`src/hw/serial_rx_pkg.sv`:
```
package serial_rx_pkg;

  // ==========================================================================
  // Register map (byte addresses on a 32-bit Avalon-MM slave)
  // ==========================================================================
  localparam logic [3:0] ADDR_BAUD   = 4'h0;
  localparam logic [3:0] ADDR_CTRL   = 4'h4;
  localparam logic [3:0] ADDR_STATUS = 4'h8;
  localparam logic [3:0] ADDR_DATA   = 4'hc;

  // ==========================================================================
  // Control field positions
  // ==========================================================================
  localparam int CTL_RX_ON      = 0;
  localparam int CTL_TX_ON      = 1;
  localparam int CTL_WORD_LEN   = 2;
  localparam int CTL_PARITY_ON  = 3;
  localparam int CTL_PARITY_ODD = 4;
  localparam int CTL_RX_IRQ     = 5;
  localparam int CTL_IDLE_KIND  = 6;
  localparam int CTL_IDLE_IRQ   = 7;
  localparam int CTL_SLEEP      = 8;
  localparam int CTL_WAKE_ADDR  = 9;
  localparam int CTL_LOOPBACK   = 10;
  localparam int CTL_WIDTH      = 11;

  // ==========================================================================
  // Status field positions
  // ==========================================================================
  localparam int ST_PARITY  = 0;
  localparam int ST_FRAMING = 1;
  localparam int ST_NOISE   = 2;
  localparam int ST_OVERRUN = 3;
  localparam int ST_IDLE    = 4;
  localparam int ST_FULL    = 5;

  // ==========================================================================
  // Timing
  // ==========================================================================
  localparam int          BAUD_W        = 13;
  localparam int          PRESCALE      = 2;
  localparam int          OVERSAMPLE    = 16;
  localparam logic [3:0]  TICK_LAST     = 4'hf;
  localparam logic [3:0]  TICK_MID      = 4'h7;
  localparam logic [3:0]  TICK_S1       = 4'h7;
  localparam logic [3:0]  TICK_S2       = 4'h8;
  localparam logic [3:0]  TICK_S3       = 4'h9;
  localparam logic [3:0]  FRAME_SHORT   = 4'ha;
  localparam logic [3:0]  FRAME_LONG    = 4'hb;
  localparam logic [3:0]  DATA_SHORT    = 4'h8;
  localparam logic [3:0]  DATA_LONG     = 4'h9;

  typedef enum logic [1:0] {
    RX_IDLE,
    RX_START,
    RX_DATA,
    RX_STOP
  } rx_state_e;

  typedef struct packed {
    logic        read;
    logic        write;
    logic [3:0]  address;
    logic [31:0] writedata;
  } avl_req_s;

endpackage

```
`src/hw/async_serial_receiver.sv`:
```
`timescale 1ns/10ps
`default_nettype none

module async_serial_receiver
  import serial_rx_pkg::*;
#(
  parameter int DATA_W = 32
) (
  input  wire logic              clock,
  input  wire logic              rst_b,
  input  wire logic [3:0]        avs_address,
  input  wire logic              avs_read,
  input  wire logic              avs_write,
  input  wire logic [DATA_W-1:0] avs_writedata,
  output logic      [DATA_W-1:0] avs_readdata,
  output logic                   avs_waitrequest,
  input  wire logic              rx_pin,
  input  wire logic              tx_serial,
  output logic                   tx_pin,
  output logic                   rx_on,
  output logic                   tx_on,
  output logic                   irq
);

  // ==========================================================================
  // Reset release
  // ==========================================================================
  logic       rst_s1_r;
  logic       rst_n_r;

  always_ff @(posedge clock or negedge rst_b) begin
    if (!rst_b) begin
      rst_s1_r <= 1'b0;
      rst_n_r  <= 1'b0;
    end else begin
      rst_s1_r <= 1'b1;
      rst_n_r  <= rst_s1_r;
    end
  end

  // ==========================================================================
  // Bus slave
  // ==========================================================================
  avl_req_s            req;
  logic                ack_r;
  logic [BAUD_W-1:0]   baud_r;
  logic [CTL_WIDTH-1:0] ctl_r;
  logic [8:0]          hold_r;
  logic [5:0]          stat_r;
  logic                armed_r;
  logic                data_rd;
  logic                stat_rd;
  logic                ctl_wr;

  assign req = '{read: avs_read, write: avs_write, address: avs_address,
                 writedata: avs_writedata};
  // One wait cycle per access so each access takes effect exactly once.
  assign avs_waitrequest = (req.read | req.write) & ~ack_r;
  assign data_rd = req.read & ack_r & (req.address == ADDR_DATA);
  assign stat_rd = req.read & ack_r & (req.address == ADDR_STATUS);
  assign ctl_wr  = req.write & ack_r & (req.address == ADDR_CTRL);

  always_ff @(posedge clock or negedge rst_n_r) begin
    if (!rst_n_r) begin
      ack_r <= 1'b0;
    end else begin
      ack_r <= (req.read | req.write) & ~ack_r;
    end
  end

  always_ff @(posedge clock or negedge rst_n_r) begin
    if (!rst_n_r) begin
      avs_readdata <= '0;
    end else if (req.read & ~ack_r) begin
      case (req.address)
        ADDR_BAUD:   avs_readdata <= DATA_W'(baud_r);
        ADDR_CTRL:   avs_readdata <= DATA_W'(ctl_r);
        ADDR_STATUS: avs_readdata <= DATA_W'(stat_r);
        ADDR_DATA:   avs_readdata <= DATA_W'(hold_r);
        default:     avs_readdata <= '0;
      endcase
    end
  end

  always_ff @(posedge clock or negedge rst_n_r) begin
    if (!rst_n_r) begin
      baud_r <= '0;
    end else if (req.write & ack_r & (req.address == ADDR_BAUD)) begin
      baud_r <= req.writedata[BAUD_W-1:0];
    end
  end

  // ==========================================================================
  // Control register; sleep bit is also cleared by wake-up
  // ==========================================================================
  logic wake_evt;

  always_ff @(posedge clock or negedge rst_n_r) begin
    if (!rst_n_r) begin
      ctl_r <= '0;
    end else begin
      if (ctl_wr) begin
        ctl_r <= req.writedata[CTL_WIDTH-1:0];
      end
      if (wake_evt) begin
        ctl_r[CTL_SLEEP] <= 1'b0;
      end
    end
  end

  assign rx_on = ctl_r[CTL_RX_ON];
  assign tx_on = ctl_r[CTL_TX_ON];

  // ==========================================================================
  // Baud generator: 16x sampling tick
  // ==========================================================================
  logic [BAUD_W:0] div_cnt_r;
  logic            tick;

  // divide by 2 times divisor
  // A compare, not equality, so a divisor lowered mid-count cannot leave the counter to wrap.
  assign tick = (baud_r != '0) && (div_cnt_r >= {baud_r, 1'b0} - 1'b1);

  always_ff @(posedge clock or negedge rst_n_r) begin
    if (!rst_n_r) begin
      div_cnt_r <= '0;
    end else if (baud_r == '0 || tick) begin
      div_cnt_r <= '0;
    end else begin
      div_cnt_r <= div_cnt_r + 1'b1;
    end
  end

  // ==========================================================================
  // Input synchroniser and loopback select
  // ==========================================================================
  logic [2:0] rx_sync_r;
  logic       rx_line_r;
  logic       rx_in;

  always_ff @(posedge clock or negedge rst_n_r) begin
    if (!rst_n_r) begin
      rx_sync_r <= 3'h7;
      rx_line_r <= 1'b1;
    end else begin
      rx_sync_r <= {rx_sync_r[1:0], rx_pin};
      if (rx_sync_r[1] == rx_sync_r[2]) begin
        rx_line_r <= rx_sync_r[2];
      end
    end
  end

  assign rx_in  = ctl_r[CTL_LOOPBACK] ? tx_serial : rx_line_r;
  assign tx_pin = ctl_r[CTL_LOOPBACK] ? 1'b1 : tx_serial;

  // ==========================================================================
  // Bit processor
  // ==========================================================================
  rx_state_e  state_r;
  logic [3:0] phase_r;
  logic [3:0] bit_cnt_r;
  logic [2:0] samp_r;
  logic [8:0] shift_r;
  logic       noise_acc_r;
  logic       noisy;
  logic       frame_done;
  logic       stop_ok;
  logic       maj;
  logic       bit_end;
  logic [3:0] data_len;
  logic [3:0] frame_len;

  assign data_len  = ctl_r[CTL_WORD_LEN] ? DATA_LONG : DATA_SHORT;
  assign frame_len = ctl_r[CTL_WORD_LEN] ? FRAME_LONG : FRAME_SHORT;
  assign maj = (samp_r[0] & samp_r[1]) | (samp_r[1] & samp_r[2]) | (samp_r[0] & samp_r[2]);
  // A bit is noisy when its three samples do not all agree.
  assign noisy = (|samp_r) && !(&samp_r);
  assign bit_end    = tick && (phase_r == TICK_LAST);
  assign frame_done = bit_end && (state_r == RX_STOP);
  assign stop_ok    = maj;

  always_ff @(posedge clock or negedge rst_n_r) begin
    if (!rst_n_r) begin
      samp_r <= 3'h7;
    end else if (tick && (phase_r == TICK_S1 || phase_r == TICK_S2 || phase_r == TICK_S3)) begin
      samp_r <= {samp_r[1:0], rx_in};
    end
  end

  always_ff @(posedge clock or negedge rst_n_r) begin
    if (!rst_n_r) begin
      state_r     <= RX_IDLE;
      phase_r     <= '0;
      bit_cnt_r   <= '0;
      shift_r     <= '0;
      noise_acc_r <= 1'b0;
    end else if (!ctl_r[CTL_RX_ON]) begin
      state_r <= RX_IDLE;
      phase_r <= '0;
    end else if (tick) begin
      phase_r <= phase_r + 1'b1;
      case (state_r)
        RX_IDLE: begin
          if (!rx_in) begin
            state_r     <= RX_START;
            phase_r     <= '0;
            noise_acc_r <= 1'b0;
            bit_cnt_r   <= '0;
          end
        end
        RX_START: begin
          if (phase_r == TICK_LAST) begin
            state_r <= maj ? RX_IDLE : RX_DATA;
          end
        end
        RX_DATA: begin
          if (phase_r == TICK_LAST) begin
            shift_r   <= ctl_r[CTL_WORD_LEN] ? {maj, shift_r[8:1]} : {1'b0, maj, shift_r[7:1]};
            bit_cnt_r <= bit_cnt_r + 1'b1;
            if (bit_cnt_r == data_len - 1'b1) begin
              state_r <= RX_STOP;
            end
          end
        end
        RX_STOP: begin
          if (phase_r == TICK_LAST) begin
            state_r <= RX_IDLE;
          end
        end
        default: state_r <= RX_IDLE;
      endcase
      if (phase_r == TICK_LAST && state_r != RX_IDLE && noisy) begin
        noise_acc_r <= 1'b1;
      end
    end
  end

  // ==========================================================================
  // Idle detection
  // ==========================================================================
  logic [3:0] ones_r;
  logic       after_stop_r;
  logic       idle_lock_r;
  logic       idle_det;
  logic       line_bit;

  assign line_bit = bit_end & maj;
  // run length equal to frame size
  assign idle_det = line_bit && (ones_r == frame_len - 1'b1) && !idle_lock_r
                    && (!ctl_r[CTL_IDLE_KIND] || after_stop_r);

  always_ff @(posedge clock or negedge rst_n_r) begin
    if (!rst_n_r) begin
      ones_r       <= '0;
      after_stop_r <= 1'b0;
    end else if (bit_end) begin
      if (!maj) begin
        ones_r       <= '0;
        after_stop_r <= 1'b0;
      end else if (frame_done) begin
        ones_r       <= ctl_r[CTL_IDLE_KIND] ? 4'h0 : ones_r + 1'b1;
        after_stop_r <= 1'b1;
      end else if (ones_r != frame_len) begin
        ones_r <= ones_r + 1'b1;
      end
    end
  end

  // ==========================================================================
  // Status flags
  // ==========================================================================
  logic sleep;
  logic xfer;
  logic ovr;
  logic par_bad;
  logic clr;
  logic top_bit;

  assign sleep   = ctl_r[CTL_SLEEP];
  assign top_bit = ctl_r[CTL_WORD_LEN] ? shift_r[8] : shift_r[7];
  assign par_bad = ctl_r[CTL_PARITY_ON] &&
                   ((ctl_r[CTL_WORD_LEN] ? ^shift_r[8:0] : ^shift_r[7:0]) != ctl_r[CTL_PARITY_ODD]);
  assign wake_evt = sleep && (ctl_r[CTL_WAKE_ADDR] ? (frame_done && top_bit) : idle_det);
  assign xfer = frame_done && !(sleep && !wake_evt) && !stat_r[ST_FULL];
  assign ovr  = frame_done && !sleep && stat_r[ST_FULL];
  assign clr  = data_rd && armed_r;

  always_ff @(posedge clock or negedge rst_n_r) begin
    if (!rst_n_r) begin
      armed_r <= 1'b0;
    end else if (stat_rd) begin
      armed_r <= 1'b1;
    end else if (data_rd) begin
      armed_r <= 1'b0;
    end
  end

  always_ff @(posedge clock or negedge rst_n_r) begin
    if (!rst_n_r) begin
      hold_r <= '0;
    end else if (xfer) begin
      hold_r <= shift_r;
    end
  end

  always_ff @(posedge clock or negedge rst_n_r) begin
    if (!rst_n_r) begin
      stat_r      <= '0;
      idle_lock_r <= 1'b0;
    end else begin
      if (clr) begin
        stat_r <= '0;
      end
      if (xfer) begin
        stat_r[ST_FULL]    <= 1'b1;
        stat_r[ST_NOISE]   <= noise_acc_r | noisy;
        stat_r[ST_PARITY]  <= par_bad;
        stat_r[ST_FRAMING] <= !stop_ok;
        idle_lock_r        <= 1'b0;
      end
      if (ovr) begin
        stat_r[ST_OVERRUN] <= 1'b1;
      end
      if (idle_det) begin
        idle_lock_r <= 1'b1;
        if (!sleep) begin
          stat_r[ST_IDLE] <= 1'b1;
        end
      end
    end
  end

  // ==========================================================================
  // Interrupt request
  // ==========================================================================
  // full or idle flag request
  always_ff @(posedge clock or negedge rst_n_r) begin
    if (!rst_n_r) begin
      irq <= 1'b0;
    end else begin
      irq <= !sleep && ((ctl_r[CTL_RX_IRQ] && stat_r[ST_FULL]) ||
                        (ctl_r[CTL_IDLE_IRQ] && stat_r[ST_IDLE]));
    end
  end

endmodule

`default_nettype wire

```
`config.mk`:
```
export PLATFORM = sky130hd
export DESIGN_NAME = async_serial_receiver
export DESIGN_NICKNAME = d
export VERILOG_FILES = /design/src/hw/serial_rx_pkg.sv /design/src/hw/async_serial_receiver.sv
export SDC_FILE = /design/constraint.sdc
export NUM_CORES = 1
export LEC_CHECK = 0
export BUFFER_PORTS_ARGS = -buffer_cell sky130_fd_sc_hd__clkbuf_2
export CAP_MARGIN = 5
export CORE_MARGIN = 1.5
export CORE_UTILIZATION = 55
export CTS_BUF_LIST = sky130_fd_sc_hd__clkbuf_4
export CTS_CLUSTER_SIZE = 24
export DETAILED_ROUTE_END_ITERATION = 8
export HOLD_SLACK_MARGIN = 0.12
export PLACE_DENSITY = 0.79
export SETUP_SLACK_MARGIN = 0.5
export SLEW_MARGIN = 30
export SYNTH_ARGS = -nofsm -noshare
export SYNTH_HDL_FRONTEND = slang
export SYNTH_SLANG_ARGS = --single-unit
```
`constraint.sdc`:
```
create_clock -name clock -period 4.1 [get_ports clock]
set_input_delay 0.41 -clock clock [delete_from_list [all_inputs] [get_ports clock]]
set_output_delay 0.41 -clock clock [all_outputs]
set_load 0.05 [all_outputs]
```
# == Word level (Yosys, flattened, before mapping) ==
# Index checks and enable logic that the tools add are counted.
# word_totals
register_bits,123
output_inout_bits,37
# classes
n_addsub,7
order_cmp,1
eq_ne,26
muxes,47
n_bitwise,17
reduce_logical,57
# op_table
op,n
13-bit one-hot mux with 4 select lines,1
4-bit 2-to-1 mux,10
1-bit logical AND,22
1-bit 2-to-1 mux,21
4-bit == test (second input constant),5
9-bit 2-to-1 mux,2
2-bit 2-to-1 mux,8
2-bit nonzero test,8
14-bit by 1-bit adder with 14-bit output (second input constant),1
14-bit greater-or-equal comparator,1
14-bit 2-to-1 mux,1
14-bit by 1-bit subtractor with 14-bit output (second input constant),1
13-bit logical NOT,1
13-bit nonzero test,1
4-bit by 1-bit adder with 4-bit output (second input constant),3
1-bit bitwise AND,12
3-bit != test (second input constant),4
9-bit XOR reduction,1
4-bit by 3-bit == test with 1-bit output (second input constant),2
4-bit == test,2
1-bit logical NOT,8
2-bit one-hot mux with 4 select lines,1
4-bit one-hot mux with 2 select lines,1
4-bit AND reduction,2
other kinds (22),36

# == Depth between registers and ports, before layout ==
# logic_depth
ltp_word,17
depth_mapped,14

# == Least setup slack after synthesis ==
# Ideal clock, no wire load.
# synth_timing
path_kind,flip-flop to flip-flop
from,register baud_r[0]
to,register shift_r[3]
arrival_ns,3.295
t_required_ns,3.975
setup_slack_ns,0.680
stages_incl_launch_ff,14
n_path_buf,1
period_less_slack_ns,3.420
cell_sequence,dfrtp_1 nor3_1 nor3b_1 nand2_1 nor3_1 nand2_1 xor2_1 ha_1 nand4_1 nor2_1 o221ai_2 a2111oi_4 buf_2 mux2_2
# synth_via
elab_chain_cells,4
word_cells_on_any_way,5
cone_classes,1 x add/sub; 1 x order compare; 3 x reduce/logical
# synth_rtl
item,line,text
from (decl),async_serial_receiver.sv:46,logic [BAUD_W-1:0] baud_r;
from (signal assigned),async_serial_receiver.sv:89,baud_r <= req.writedata[BAUD_W-1:0];
14-bit by 1-bit subtractor with 14-bit output,async_serial_receiver.sv:122,"assign tick = (baud_r != '0) && (div_cnt_r >= {baud_r, 1'b0} - 1'b1);"
14-bit greater-or-equal comparator,async_serial_receiver.sv:122,
1-bit logical AND (*),async_serial_receiver.sv:122,
4-bit AND reduction (no source line) (*),--,
to (signal assigned),async_serial_receiver.sv:218,"shift_r <= ctl_r[CTL_WORD_LEN] ? {maj, shift_r[8:1]} : {1'b0, maj, shift_r[7:1]};"
to (decl),async_serial_receiver.sv:163,logic [8:0] shift_r;
# Mark *: on every way between the ends. The rest lies on a longest branch, timed or not.
# A chain may end at the register's enable or synchronous reset.

# == Worst setup path in the final report ==
# layout_timing
from,register baud_r[1]
to,register shift_r[2]
# Same word-level chain as after synthesis.

==> out/metrics.cfg <==
[power_and_ir_drop]
swShare_pct=34.2
seqPwrFrac_pct=51.5
powerDensity_nw_per_um2=415
leakagePower_nw=2.83
p_int_mw=1.67
p_clk_share_pct=23.5
peakVddDrop_mv=0.209
p_sw_uw=868
combPwrFrac_pct=25.0

[clock_tree]
cts_max_level=3
insertion_delay_ns=0.46
cts_buffers=9
cts_buffer_depth=2
cts-root-buf=clkbuf_4
cts.reportedPaths.clkPinSlew_ns=0.16
cts_tree=yes
clkSinkCount=104

[timing]
fin_skew_ns=0.0203
setup-violations-final=0
max_freq_ghz=0.281
fin_tns_setup_ns=0
slew_headroom_pct=46.4
finalCritPeriodShare_pct=86.9
worst_slew_pin_slew_ns=0.801
layout_min_cycle_time_ns=3.56
slew_viol_final=0
rsz0062_at_grt=false
finalHoldViolations=0

[floorplanning]
ios=79
die_area_sq_um=10600
rows=36
start_util_pct=56.5
fp.dieW_um=103
coreArea_sq_um=9730
die_h_um=103

[logic_synthesis]
synthFlopType=dfrtp_1
ys_seq_elements=104
yosysTopAreaCell=dfrtp_1
synthTopCellsByCount=dfrtp_1, nand2_1, nor2_1
synth_edf_count=0
syn_area_per_cell_sq_um=10.8
ys_types=63
syn-cell-area_sq_um=5490
yosysSeqAreaShare_pct=47.5
netlist.area_leader.share_pct=44.2
yosysWarnings=0
syn-instance-count=510
synth_most_common_cell=dfrtp_1
synth_area_leaders=dfrtp_1, mux2_2, ha_1
async_reset_ff_share_pct=100

[final_layout]
area_growth_pct=11.4
antennaDiodeCount=0
drive_above_1_share_pct=25.9
fin_nets=625
postLayoutCellArea_sq_um=6120
stdcell_count=701

[drt]
via_per_inst=5.71
routedWlPerCell_um=16.3
totalWireLength_mm=11.4
via_count=4005
drt-pass1-iter-count=6
drt_iter0_drc=185
drcViolationCount=0
postRouteAntennaNets=0

[place]
hpwlAfterDp_mm=8.06
placedCellCount=671
postPlaceCellArea_sq_um=5750
io_buffers=40
place_congestion=0.869

[setup_path]
cp_max_fo=6
start_kind=flop
worstPathRequired_ns=4.47
worstSetupPathType=reg -> reg
crit_arrival_ns=3.93
end_kind=flop

[global_route]
grt_pass1_vias=3780
grt_max_degree=66
grt-ovfl-total=0
grt_usage_pct=22.3
grt_pass1_wl_mm=18.4
antenna_found_initial=0

[outcome]
status=completed

[run]
drv_cap=0

[min_path]
hold_path_class=in -> reg

==> cell usage in the layout (no fill, tap or decap), types with 3 or more instances in the layout <==
cell	synthesis	layout
dfrtp_1	97	95
nand2_1	54	52
clkbuf_4	0	11
a31oi_1	3	3
nand3b_1	4	4
a22oi_1	4	4
clkbuf_2	0	40
nor3_1	7	5
nand4_1	7	7
xor2_1	16	16
a221oi_1	6	6
a21oi_1	12	12
o31ai_1	3	3
buf_4	19	14
mux2i_1	9	9
nand3_1	18	17
mux2_4	7	7
ha_1	20	19
a22o_1	9	9
dfstp_2	7	7
mux2_2	36	36
and3_1	9	9
nand2b_1	4	4
nor2_1	38	37
xnor2_1	17	17
o22ai_1	4	4
nor2b_1	4	4
inv_1	10	8
o211ai_1	3	3
o21ai_0	24	24
o21a_1	5	5
conb_1	2	20
==> power by group through the flow <==
stage	clock (mW)	combinational, mW	sequential [mW]
floorplan	0	0.456	1.30
global placement	0	0.545	1.31
detailed placement	0	0.572	1.32
CTS	0.609	0.582	1.30
global route	0.643	0.705	1.33
finish	0.596	0.636	1.31
==> what timing repair did <==
item                                   4_1_cts  5_1_grt
endpoints found under the hold margin        3        0
resized for setup                            2       17
setup endpoints to repair                   41       41
setup buffers                                1       10
hold buffers                                 2        0
pin swaps                                    1        8
gates cloned                                 0        1
==> cell families (layout without fill, tap and decap cells) <==
| logic type | after synthesis | after routing | synth area share (%) |
|---|---|---|---|
| DFF | 104 | 104 | 47.5 |
| and+or+nand+nor | 162 | 162 | 14.5 |
| adders and majority gates | 22 | 22 | 4.92 |
| xor gates and xnor gates | 33 | 33 | 5.26 |
| buffers and inverters | 45 | 85 | 4.71 |
| AOI/OAI and AO/OA | 90 | 90 | 12.0 |
| other | 2 | 20 | 0.137 |
| muxes | 52 | 52 | 10.9 |
==> final timing paths <==
kind / start / end / slack, ns / cells past startpoint
max in group asynchronous: rst_n_r$_DFF_PN0_ / rx_line_r$_DFFE_PN1N_ / 2.64 / 1
setup reg to reg: baud_r[1]$_DFFE_PN0P_ / shift_r[2]$_DFFE_PN0P_ / 0.54 / 15
hold reg to reg: rx_sync_r[0]$_DFF_PN1_ / rx_sync_r[1]$_DFF_PN1_ / 0.37 / 0
setup / recovery: baud_r[1]$_DFFE_PN0P_ / shift_r[2]$_DFFE_PN0P_ / 0.54 / 15
min in group asynchronous: rst_b / rst_n_r$_DFF_PN0_ / 0.24 / 2
hold / removal: avs_writedata[11] / baud_r[11]$_DFFE_PN0P_ / 0.19 / 2
==> through the flow <==
| step | setup slack (ns) | hold slack (ns) | util [%] | power (mW) |
|---|---|---|---|---|
| floorplan | 0.680 | 0.114 | - | 1.76 |
| global placement | 0.394 | 0.198 | 59.1 | 1.86 |
| detailed placement | 0.299 | 0.198 | 59.1 | 1.89 |
| CTS | 0.507 | 0.188 | 61.2 | 2.49 |
| global route | 0.455 | 0.194 | 62.9 | 2.68 |
| finish | 0.536 | 0.190 | 62.9 | 2.54 |
==> per-layer routing <==
layer | vias to the layer above | track usage (%) | routed length (um)
li1 | 1895 | - | -
met1 | 1972 | 30.5 | 5040
met2 | 121 | 35.6 | 5600
met3 | 17 | 4.07 | 578
met4 | 0 | 8.32 | 221
met5 | - | 0 | 0
==> worst max-delay path, stage by stage (launching register included) <==
cell and delay [ns]:
dfrtp_1 0.46, inv_2 0.10, ha_4 0.13, or4b_4 0.48
nor2b_4 0.19, nand2_2 0.07, xor2_1 0.16, ha_1 0.31
nand4_1 0.12, nor2_1 0.13, a211oi_2 0.05, buf_4 0.15
buf_6 0.13, a2111oi_4 0.44, buf_4 0.23, mux2_2 0.33
==> sequential cells by signal, summed over array words and instances, names as in the netlist, 2 cells and up <==
signal        flops
avs_readdata     13
baud_r           13
bit_cnt_r         4
ctl_r            11
div_cnt_r        14
hold_r            9
ones_r            4
phase_r           4
rx_sync_r         3
samp_r            3
shift_r           9
stat_r            6
state_r           2
==> cell type report <==
class	count	area, sq um
fill	779	3610
multi-input combinational	379	2770
sequential	104	2620
timing repair buffer	59	368
tap	133	166
clock buffer	11	82.6
clock inverter	5	81.3
inverter	10	37.5
Power figures use the tool's default switching activity.
